`src/verilog/fsc_defs.svh`:
```
/*
 constants of the fault status and clear bank: offsets, field positions,
 reset values. assumes a 16-bit register port with byte offsets as printed.
*/
`ifndef FSC_DEFS_SVH
`define FSC_DEFS_SVH

`define FSC_ADDR_W          8
`define FSC_DATA_W          16
`define FSC_NUM_FAULTS      16

// register offsets
`define FSC_OFF_SUPPLY      8'h0E
`define FSC_OFF_BOOST       8'h10
`define FSC_OFF_INT_STATUS  8'h18
`define FSC_OFF_INT_ENABLE  8'h1A
`define FSC_OFF_INT_CLEAR   8'h1C

// reset values
`define FSC_RST_FLAGS       16'h0000
`define FSC_RST_INT_ENABLE  16'h0000
`define FSC_RST_RDATA       16'h0000

// fault indices: status bit at 2*idx+1, clear bit at 2*idx of its register
`define FSC_SUP_UNDERVOLT   0
`define FSC_SUP_OVERVOLT    1
`define FSC_SUP_LOGIC_LOW   2
`define FSC_SUP_OVERCURR    3
`define FSC_SUP_CAP_MISSING 4
`define FSC_SUP_PUMP_FAULT  5
`define FSC_SUP_SYNC_MISS   6
`define FSC_SUP_CHECKSUM    7
`define FSC_BST_OVP_LOW     0
`define FSC_BST_OVP_HIGH    1
`define FSC_BST_OVERCURR    2
`define FSC_BST_FREQ_RES    3
`define FSC_BST_MODE_RES    4
`define FSC_BST_STRING_RES  5
`define FSC_BST_ISET_SHORT  6
`define FSC_BST_THERMAL     7
`define FSC_STAT_POS(i)     (2*(i)+1)
`define FSC_CLR_POS(i)      (2*(i))
// interrupt layout: supply faults in bits 7..0, boost faults in bits 15..8
`define FSC_INT_BOOST_BASE  8

`endif

```
`src/verilog/fsc_pkg.sv`:
```
/*
 types of the fault status and clear bank.
 assumes fsc_defs.svh for widths.
*/
`default_nettype none
`include "fsc_defs.svh"

package fsc_pkg;
  typedef logic [`FSC_DATA_W-1:0] fsc_word_t;
  typedef logic [`FSC_ADDR_W-1:0] fsc_addr_t;
  typedef logic [7:0]             fsc_group_t;
  typedef enum logic [2:0] {
    FSC_SEL_NONE,
    FSC_SEL_SUPPLY,
    FSC_SEL_BOOST,
    FSC_SEL_INT_STATUS,
    FSC_SEL_INT_ENABLE
  } fsc_sel_t;
endpackage

`default_nettype wire

```
`src/verilog/fsc_bank.sv`:
```
/*
 fault status and clear bank: supply and boost fault registers with
 paired status/clear bits, interrupt status, enable and clear registers
 and one level interrupt output.
 assumes fault inputs are levels synchronous to clk_sys and a register
 port with one-cycle strobes and read data one cycle after the strobe.
*/
`timescale 1ns/10ps
`default_nettype none
`include "fsc_defs.svh"

module fsc_bank (
  // clock and reset
  input  wire logic                   clk_sys,
  input  wire logic                   rst,
  // register port
  input  wire logic [`FSC_ADDR_W-1:0] reg_addr,
  input  wire logic [`FSC_DATA_W-1:0] reg_wdata,
  input  wire logic                   reg_wr,
  input  wire logic                   reg_rd,
  output logic      [`FSC_DATA_W-1:0] reg_rdata,
  // supply fault detectors
  input  wire logic                   checksum_error,
  input  wire logic                   sync_input_missing,
  input  wire logic                   pump_fault,
  input  wire logic                   pump_capacitor_missing,
  input  wire logic                   input_overcurrent,
  input  wire logic                   logic_supply_low,
  input  wire logic                   input_overvoltage,
  input  wire logic                   input_undervoltage,
  // boost fault detectors
  input  wire logic                   thermal_trip,
  input  wire logic                   current_resistor_short,
  input  wire logic                   string_resistor_missing,
  input  wire logic                   mode_resistor_missing,
  input  wire logic                   freq_resistor_missing,
  input  wire logic                   converter_overcurrent,
  input  wire logic                   output_overvolt_high,
  input  wire logic                   output_overvolt_low,
  // interrupt
  output logic                        irq
);

  // fault inputs gathered by index
  fsc_pkg::fsc_group_t supply_fault;
  fsc_pkg::fsc_group_t boost_fault;
  fsc_pkg::fsc_word_t  fault_in;
  fsc_pkg::fsc_word_t  fault_rise;

  assign supply_fault[`FSC_SUP_CHECKSUM]    = checksum_error;
  assign supply_fault[`FSC_SUP_SYNC_MISS]   = sync_input_missing;
  assign supply_fault[`FSC_SUP_PUMP_FAULT]  = pump_fault;
  assign supply_fault[`FSC_SUP_CAP_MISSING] = pump_capacitor_missing;
  assign supply_fault[`FSC_SUP_OVERCURR]    = input_overcurrent;
  assign supply_fault[`FSC_SUP_LOGIC_LOW]   = logic_supply_low;
  assign supply_fault[`FSC_SUP_OVERVOLT]    = input_overvoltage;
  assign supply_fault[`FSC_SUP_UNDERVOLT]   = input_undervoltage;

  assign boost_fault[`FSC_BST_THERMAL]      = thermal_trip;
  assign boost_fault[`FSC_BST_ISET_SHORT]   = current_resistor_short;
  assign boost_fault[`FSC_BST_STRING_RES]   = string_resistor_missing;
  assign boost_fault[`FSC_BST_MODE_RES]     = mode_resistor_missing;
  assign boost_fault[`FSC_BST_FREQ_RES]     = freq_resistor_missing;
  assign boost_fault[`FSC_BST_OVERCURR]     = converter_overcurrent;
  assign boost_fault[`FSC_BST_OVP_HIGH]     = output_overvolt_high;
  assign boost_fault[`FSC_BST_OVP_LOW]      = output_overvolt_low;

  assign fault_in = {boost_fault, supply_fault};

  // address decode
  logic hit_supply;
  logic hit_boost;
  logic hit_int_status;
  logic hit_int_enable;
  logic hit_int_clear;
  logic wr_supply;
  logic wr_boost;
  logic wr_int_enable;
  logic wr_int_clear;

  assign hit_supply     = (reg_addr == `FSC_OFF_SUPPLY);
  assign hit_boost      = (reg_addr == `FSC_OFF_BOOST);
  assign hit_int_status = (reg_addr == `FSC_OFF_INT_STATUS);
  assign hit_int_enable = (reg_addr == `FSC_OFF_INT_ENABLE);
  assign hit_int_clear  = (reg_addr == `FSC_OFF_INT_CLEAR);

  assign wr_supply      = reg_wr & hit_supply;
  assign wr_boost       = reg_wr & hit_boost;
  assign wr_int_enable  = reg_wr & hit_int_enable;
  assign wr_int_clear   = reg_wr & hit_int_clear;

  // pair-clear requests: status and clear bit both written as one
  fsc_pkg::fsc_group_t supply_pair;
  fsc_pkg::fsc_group_t boost_pair;
  fsc_pkg::fsc_word_t  flag_clr;
  fsc_pkg::fsc_word_t  pin_clr;

  genvar gi;
  generate
    for (gi = 0; gi < 8; gi = gi + 1) begin : g_pair
      assign supply_pair[gi] = wr_supply & reg_wdata[`FSC_STAT_POS(gi)] & reg_wdata[`FSC_CLR_POS(gi)];
      assign boost_pair[gi]  = wr_boost & reg_wdata[`FSC_STAT_POS(gi)] & reg_wdata[`FSC_CLR_POS(gi)];
    end
  endgenerate

  assign flag_clr = {boost_pair, supply_pair};

  // the boost low-threshold pair clears only the register flag
  fsc_pkg::fsc_group_t boost_pin_pair;

  assign boost_pin_pair = boost_pair & ~(8'h01 << `FSC_BST_OVP_LOW);
  assign pin_clr        = {boost_pin_pair, supply_pair} | (wr_int_clear ? reg_wdata : `FSC_RST_FLAGS);

  // new-fault pulses for the interrupt status
  fsc_rise u_rise (
    .clk_sys (clk_sys),
    .rst     (rst),
    .level   (fault_in),
    .pulse   (fault_rise)
  );

  // sticky fault flags and interrupt status bits
  fsc_pkg::fsc_word_t flag;
  fsc_pkg::fsc_word_t int_status;

  generate
    for (gi = 0; gi < `FSC_NUM_FAULTS; gi = gi + 1) begin : g_flag
      fsc_sticky u_flag (
        .clk_sys (clk_sys),
        .rst     (rst),
        .set     (fault_in[gi]),
        .clr     (flag_clr[gi]),
        .q       (flag[gi])
      );

      // a fault still present after a pair clear raises the pin again
      fsc_sticky u_int (
        .clk_sys (clk_sys),
        .rst     (rst),
        .set     (fault_rise[gi] | (fault_in[gi] & flag_clr[gi])),
        .clr     (pin_clr[gi]),
        .q       (int_status[gi])
      );
    end
  endgenerate

  // interrupt enable register
  fsc_pkg::fsc_word_t int_enable_r;
  fsc_pkg::fsc_word_t int_enable_nxt;

  assign int_enable_nxt = wr_int_enable ? reg_wdata : int_enable_r;

  always_ff @(posedge clk_sys) begin
    if (rst) begin
      int_enable_r <= `FSC_RST_INT_ENABLE;
    end else begin
      int_enable_r <= int_enable_nxt;
    end
  end

  assign irq = |(int_status & int_enable_r);

  // register views: status bit odd, clear bit reads zero
  fsc_pkg::fsc_word_t supply_view;
  fsc_pkg::fsc_word_t boost_view;

  generate
    for (gi = 0; gi < 8; gi = gi + 1) begin : g_view
      assign supply_view[`FSC_STAT_POS(gi)] = flag[gi];
      assign supply_view[`FSC_CLR_POS(gi)]  = 1'b0;
      assign boost_view[`FSC_STAT_POS(gi)]  = flag[`FSC_INT_BOOST_BASE + gi];
      assign boost_view[`FSC_CLR_POS(gi)]   = 1'b0;
    end
  endgenerate

  // read select and registered read data
  fsc_pkg::fsc_sel_t  rd_sel;
  fsc_pkg::fsc_word_t rd_mux;
  fsc_pkg::fsc_word_t rdata_r;
  fsc_pkg::fsc_word_t rdata_nxt;

  assign rd_sel = !reg_rd         ? fsc_pkg::FSC_SEL_NONE :
                  hit_supply      ? fsc_pkg::FSC_SEL_SUPPLY :
                  hit_boost       ? fsc_pkg::FSC_SEL_BOOST :
                  hit_int_status  ? fsc_pkg::FSC_SEL_INT_STATUS :
                  hit_int_enable  ? fsc_pkg::FSC_SEL_INT_ENABLE :
                                    fsc_pkg::FSC_SEL_NONE;

  always_comb begin
    unique case (rd_sel)
      fsc_pkg::FSC_SEL_SUPPLY:     rd_mux = supply_view;
      fsc_pkg::FSC_SEL_BOOST:      rd_mux = boost_view;
      fsc_pkg::FSC_SEL_INT_STATUS: rd_mux = int_status;
      fsc_pkg::FSC_SEL_INT_ENABLE: rd_mux = int_enable_r;
      fsc_pkg::FSC_SEL_NONE:       rd_mux = `FSC_RST_RDATA;
      default:                     rd_mux = `FSC_RST_RDATA;
    endcase
  end

  // data stand only in the cycle after the read strobe
  assign rdata_nxt = rd_mux;

  always_ff @(posedge clk_sys) begin
    if (rst) begin
      rdata_r <= `FSC_RST_RDATA;
    end else begin
      rdata_r <= rdata_nxt;
    end
  end

  assign reg_rdata = rdata_r;

endmodule

`default_nettype wire

```
`src/verilog/fsc_rise.sv`:
```
/*
 rising edge detector for the fault inputs, one pulse per new fault.
 assumes fault inputs synchronous to clk_sys.
*/
`timescale 1ns/10ps
`default_nettype none
`include "fsc_defs.svh"

module fsc_rise (
  // clock and reset
  input  wire logic                       clk_sys,
  input  wire logic                       rst,
  // levels in, pulses out
  input  wire logic [`FSC_NUM_FAULTS-1:0] level,
  output logic      [`FSC_NUM_FAULTS-1:0] pulse
);

  logic [`FSC_NUM_FAULTS-1:0] prev_r;

  always_ff @(posedge clk_sys) begin
    if (rst) begin
      prev_r <= `FSC_RST_FLAGS;
    end else begin
      prev_r <= level;
    end
  end

  assign pulse = level & ~prev_r;

endmodule

`default_nettype wire

```
`src/verilog/fsc_sticky.sv`:
```
/*
 one sticky flag: set by an event, cleared by a request, set wins.
 assumes synchronous active-high reset on clk_sys.
*/
`timescale 1ns/10ps
`default_nettype none

module fsc_sticky (
  // clock and reset
  input  wire logic clk_sys,
  input  wire logic rst,
  // control
  input  wire logic set,
  input  wire logic clr,
  // state
  output logic      q
);

  logic q_r;
  logic q_nxt;

  // an event in the clearing cycle is kept
  assign q_nxt = set | (q_r & ~clr);

  always_ff @(posedge clk_sys) begin
    if (rst) begin
      q_r <= 1'b0;
    end else begin
      q_r <= q_nxt;
    end
  end

  assign q = q_r;

endmodule

`default_nettype wire
```
`config.mk`:
```
export PLATFORM = sky130hd
export DESIGN_NAME = fsc_bank
export DESIGN_NICKNAME = d
export VERILOG_FILES = /design/src/verilog/fsc_pkg.sv /design/src/verilog/fsc_bank.sv /design/src/verilog/fsc_rise.sv /design/src/verilog/fsc_sticky.sv
export VERILOG_INCLUDE_DIRS = /design/src /design/src/verilog
export SDC_FILE = /design/constraint.sdc
export NUM_CORES = 1
export LEC_CHECK = 0
export BUFFER_PORTS_ARGS = -buffer_cell sky130_fd_sc_hd__buf_2
export CORE_MARGIN = 1.5
export CORE_UTILIZATION = 57
export CTS_BUF_LIST = sky130_fd_sc_hd__clkbuf_2 sky130_fd_sc_hd__clkbuf_4 sky130_fd_sc_hd__clkbuf_8
export DETAILED_ROUTE_END_ITERATION = 8
export GPL_ROUTABILITY_DRIVEN = 0
export MAX_ROUTING_LAYER = met4
export PLACE_DENSITY = 0.82
export SYNTH_ARGS = -nofsm -noshare
export SYNTH_HDL_FRONTEND = slang
export SYNTH_SLANG_ARGS = --single-unit
```
`constraint.sdc`:
```
create_clock -name clk_sys -period 1.8 [get_ports clk_sys]
set_input_delay 0.09 -clock clk_sys [delete_from_list [all_inputs] [get_ports clk_sys]]
set_output_delay 0.09 -clock clk_sys [all_outputs]
set_load 0.02 [all_outputs]
```
==> impl_metrics.toml, run 1 <==
[clock_network]
cts.clk_slew.worst_paths_ns = 0.08
cts_tree = "done"
numCtsBuffers = 9
ctsLongestPathBuffers = 2
clock_sinks = 80
clockRootBuffer = "clkbuf_8"
cts-htree-levels = 3
clk_latency_ns = 0.34

[synth]
syn_area_per_cell_um2 = 9.32
ys_warn_count = 0
synth-seq-cells = 80
synth_fp_nets = 392
synth.cell_area_mm2 = 0.00324
synth.distinct_cells = 34
syn_inst = 348
yosysSeqAreaShare_pct = 49.4

[floorplan]
die_area_mm2 = 0.00615
io_pins = 61
core_mm2 = 0.00551
die_x_um = 78.4
num_rows = 27
die_h_um = 78.4
start_util_pct = 58.9

[setup_path]
crit_required_ns = 1.71
start_kind = "register"
worstPathMaxFanout = 3
endpoint_kind = "output pin"
cp.arrival_ns = 1.57
crit_type = "reg -> out"

[grt]
grt_pass1_vias = 2950
overflow = 0
grt_pass1_wl_um = 14700
antenna_found_initial = 0
grt_start_max_net_pins = 31
grt_use_total_pct = 32.6

[sta]
max_freq_mhz = 601
period_needed_ns = 1.66
setup_tns_ns = 0
rsz0062_at_grt = "no"
period_share_pct = 92.4
finalMaxSlewViolations = 0
setup_viol = 0
fin_skew_ns = 0.00476
tightest_slew_ns = 0.746
relSlewSlack_pct = 50.1
finalHoldViolations = 0

[placed_design]
dpl.hpwl_um = 6550
dpl-instance-area_mm2 = 0.00371
portBuffers = 60

[min_path]
hold_class = "in -> reg"

[pwr]
power_density_mw_per_mm2 = 849
p_clk_share_pct = 35.2
switching_share_pct = 24.5
p_switching_mw = 0.836
vdd_ir_drop_max_v = 0.000595
comb_power_share_pct = 8.9
p_seq_share_pct = 55.9
p_leak_nw = 1.80
p_int_mw = 2.57

[final_layout]
diodes = 0
stdcell_area_mm2 = 0.00401
seq_area_mm2 = 0.00160
fillers = 434
final_nets = 474
drive_above_1_share_pct = 23.3
area_growth_pct = 23.7
multi_input_comb_area_mm2 = 0.00151

[drt]
viasPerCell = 6.03
drc = 0
drt_pre_antenna_iters = 5
wl_per_cell_um = 18.3
drt_iter0_drc = 308
drt_wl_total_um = 9270
vias = 3049
drtAntennaViolNets = 0

[job]
drv_cap = 0

[outcome]
status = "finished, final reports clean"
==> cells in the mapped netlist, drive strengths merged <==
library cell  number  share of area, %
nor2b             10               1.9
a21boi             8               1.9
dfxtp             80                49
o41ai              1              0.27
mux2i             16               4.9
nor2              41               4.7
nor4b              1              0.46
nor3b              2              0.62
a21oi             26               4.0
and2               9               1.7
buf                9               1.5
nand3              2              0.46
or4                1              0.35
a41o               9               2.8
inv               11               1.3
nand4              9               1.7
clkbuf            11               1.3
o211ai             1              0.23
a22o              18               4.9
a221oi             4               1.1
o21ai             15               2.3
a22oi             16               3.7
a32o               7               2.2
nand2             33               3.8
and4b              2              0.62
nor4               2               1.0
and3               3              0.58
nand2b             1              0.19
==> cell type report <==
type / count / area share (%)
multi-input combinational: 237 / 37.7
tap: 72 / 2.25
clock inverter: 3 / 0.437
clock buffer: 12 / 3.96
timing repair buffer: 91 / 14.7
inverter: 11 / 1.03
sequential: 80 / 39.9
==> path summary, 6_finish.rpt <==
check	start	endpoint	slack (ns)	cells past startpoint
worst min register to register	g_flag[8].u_flag.q	g_flag[8].u_flag.q	0.49	2
worst max register to register	g_flag[3].u_flag.q	reg_rdata[7]	0.81	3
worst max-delay path	g_flag[15].u_int.q	irq	0.14	4
worst min-delay path	output_overvolt_high	u_rise.prev_r[9]	0.01	3
==> worst max-delay path: stages, from the launching register on <==
cell      delay, ns
dfxtp_1        0.36
a22o_1         0.25
a221oi_2       0.24
nand4_1        0.18
buf_2          0.20
==> state kept, by name, summed over array words and instances, names as in the netlist <==
signal,count
reg_rdata,16
u_rise.prev_r,16
g_flag.u_int.q,16
g_flag.u_flag.q,16
int_enable_r,16
==> cells in the final DEF (no fill, tap or decap), types with 15 or more instances in the layout <==
master	count
dfxtp_1	80
nand2_1	33
o21ai_0	15
a22oi_1	16
buf_2	60
a22o_1	18
a21oi_1	26
mux2i_1	16
nor2_1	41
buf_4	17
==> kinds of logic after synthesis <==
logic type / after synthesis / share of synthesized area, %
AND/OR/NAND/NOR: 116 / 18.3
AO/OA/AOI/OAI: 105 / 23.3
flip-flops: 80 / 49.4
buffers and inverters: 31 / 4.13
multiplexers: 16 / 4.94
==> power groups by stage <==
stage	clock [mW]	combinational [mW]	sequential [mW]
finish	1.20	0.303	1.91
global route	1.27	0.329	1.91
CTS	1.21	0.298	1.90
detailed placement	0	0.277	1.94
global placement	0	0.266	1.94
floorplan	0	0.153	1.92
==> per-layer routing <==
metal | GRT usage (%) | wire, um
met5 | - | 0
met3 | 5.35 | 670
met1 | 39.9 | 3820
met2 | 53.5 | 4520
met4 | 13.9 | 257
==> stage by stage <==
| stage | setup WS [ns] | util (%) | power [mW] | std cells | hold slack [ns] |
|---|---|---|---|---|---|
| after floorplan | 0.347 | - | 2.07 | 348 | 0.170 |
| after global placement | 0.214 | 67.3 | 2.21 | 479 | 0.306 |
| after detailed placement | 0.160 | 67.3 | 2.22 | 479 | 0.317 |
| after CTS | 0.0162 | 72.7 | 3.41 | 506 | 0.00772 |
| after global routing | 0.0877 | 72.8 | 3.52 | 506 | 0.0277 |
| final | 0.136 | 72.8 | 3.41 | 506 | 0.0122 |
==> repair_timing <==
item / 4_1_cts / 5_1_grt
setup buffers: 0 / 0
gates resized for setup: 0 / 1
hold buffers: 12 / 0
endpoints found under the hold margin: 14 / 0
setup endpoints to repair: 0 / 1
Note: power is estimated with default switching activity, not from simulation.
==> run 2, diff against run 1 <==
--- a/config.mk
+++ b/config.mk
@@ -6,14 +6,13 @@
 export SDC_FILE = /design/constraint.sdc
 export NUM_CORES = 1
 export LEC_CHECK = 0
-export BUFFER_PORTS_ARGS = -buffer_cell sky130_fd_sc_hd__buf_2
 export CORE_MARGIN = 1.5
-export CORE_UTILIZATION = 57
+export CORE_UTILIZATION = 45
 export CTS_BUF_LIST = sky130_fd_sc_hd__clkbuf_2 sky130_fd_sc_hd__clkbuf_4 sky130_fd_sc_hd__clkbuf_8
 export DETAILED_ROUTE_END_ITERATION = 8
+export DONT_BUFFER_PORTS = 1
 export GPL_ROUTABILITY_DRIVEN = 0
 export MAX_ROUTING_LAYER = met4
-export PLACE_DENSITY = 0.82
 export SYNTH_ARGS = -nofsm -noshare
 export SYNTH_HDL_FRONTEND = slang
 export SYNTH_SLANG_ARGS = --single-unit
==> impl_metrics.toml, run 2 (synthesis gave the netlist of run 1 again) <==
[pwr]
comb_power_share_pct = 7.4
switching_share_pct = 23.5
p_int_mw = 2.73
p_switching_mw = 0.836
power_density_mw_per_mm2 = 897
p_leak_nw = 1.63
p_clk_share_pct = 39.2
p_seq_share_pct = 53.4
vdd_ir_drop_max_v = 0.000523

[final_layout]
layout_commonest_cell = "dfxtp_1"
stdcell_area_mm2 = 0.00397
drive_above_1_share_pct = 9.62
diodes = 0
post-route-util_pct = 57.8
area_growth_pct = 22.5
final_cell_mix = "80 x dfxtp_1, 41 x nor2_1, 35 x dlygate4sd3_1"
final_nets = 434

[clock_network]
clk_latency_ns = 0.35
cts-htree-levels = 3
numCtsBuffers = 9
postCtsSetupBuffers = 0
ctsLongestPathBuffers = 2
cts_hold_buf = 36
clock_sinks = 80
post_cts_resized = 0
cts.clk_slew.worst_paths_ns = 0.08
clockRootBuffer = "clkbuf_8"
cts_tree = "done"

[sta]
fin_skew_ns = 0.00429
period_share_pct = 94.7
rsz0062_at_grt = "no"
finalHoldViolations = 0
tightest_slew_ns = 0.749
relSlewSlack_pct = 49.9
setup_tns_ns = 0
fin_hold_ws_ns = 0.0331
fin_ws_ns = 0.0955
setup_viol = 0
max_freq_mhz = 587
finalMaxSlewViolations = 0
period_needed_ns = 1.70

[grt]
grt_use_total_pct = 27.3
grt_pass1_wl_um = 15000
grt_start_max_net_pins = 58
grt_pass1_vias = 2739
antenna_found_initial = 0
overflow = 0

[setup_path]
worstPathMaxFanout = 3
start_kind = "register"
crit_type = "reg -> out"
crit_required_ns = 1.71
cp.arrival_ns = 1.61
endpoint_kind = "output pin"

[floorplan]
num_rows = 30
die_area_mm2 = 0.00773
die_x_um = 87.9
io_pins = 61
die_h_um = 87.9
start_util_pct = 47.2
core_mm2 = 0.00687

[placed_design]
dpl.hpwl_um = 6410
post-place-ws_ns = 0.226
dpl-instance-area_mm2 = 0.00338
portBuffers = 0

[drt]
drt_iter0_drc = 212
vias = 2805
drt_pre_antenna_iters = 5
viasPerCell = 5.71
drc = 0
wl_per_cell_um = 19.5
drt_wl_total_um = 9590
drtAntennaViolNets = 0

[job]
drv_cap = 0

[outcome]
status = "finished, final reports clean"

[min_path]
hold_class = "in -> reg"
run 2: cell type report:
| type | instances | area (um2) |
|---|---|---|
| sequential | 80 | 1600 |
| inverter | 11 | 41.3 |
| multi-input combinational | 237 | 1510 |
| clock inverter | 4 | 51.3 |
| timing repair buffer | 51 | 490 |
| tap | 96 | 120 |
| clock buffer | 12 | 159 |
| fill | 651 | 2900 |
run 2: power by group through the flow:
stage	clock network (mW)	registers [mW]	logic (mW)
2_1_floorplan	0	1.92	0.153
3_3_place_gp	0	1.94	0.161
3_5_place_dp	0	1.94	0.165
4_1_cts	1.41	1.90	0.261
5_1_grt	1.50	1.91	0.290
6_report	1.40	1.90	0.262
run 2: worst paths after layout:
kind / startpoint / to / slack [ns] / depth (start not counted)
setup / recovery: g_flag[15].u_int.q / irq / 0.1 / 3
hold / removal: reg_wr / g_flag[7].u_flag.q / 0.03 / 3
setup reg to reg: g_flag[8].u_flag.q / g_flag[8].u_flag.q / 0.59 / 3
hold reg to reg: g_flag[11].u_flag.q / g_flag[11].u_flag.q / 0.48 / 2
run 2: per-layer routing:
metal | global-route usage [%] | vias up | wire length (um)
met3 | 7.07 | 12 | 599
met1 | 35.6 | 1352 | 4440
met4 | 9.38 | 0 | 163
li1 | - | 1349 | -
met5 | - | - | 0
met2 | 41.2 | 92 | 4390
run 2: metrics by stage:
stage	total power, mW	std cells
finish	3.56	491
global route	3.70	491
CTS	3.58	491
detailed placement	2.11	439
global placement	2.10	439
floorplan	2.07	348
run 2: critical path, stage by stage (launching register included):
cell      delay [ns]
dfxtp_1         0.37
a22o_1          0.25
a221oi_1        0.29
nand4_1         0.36
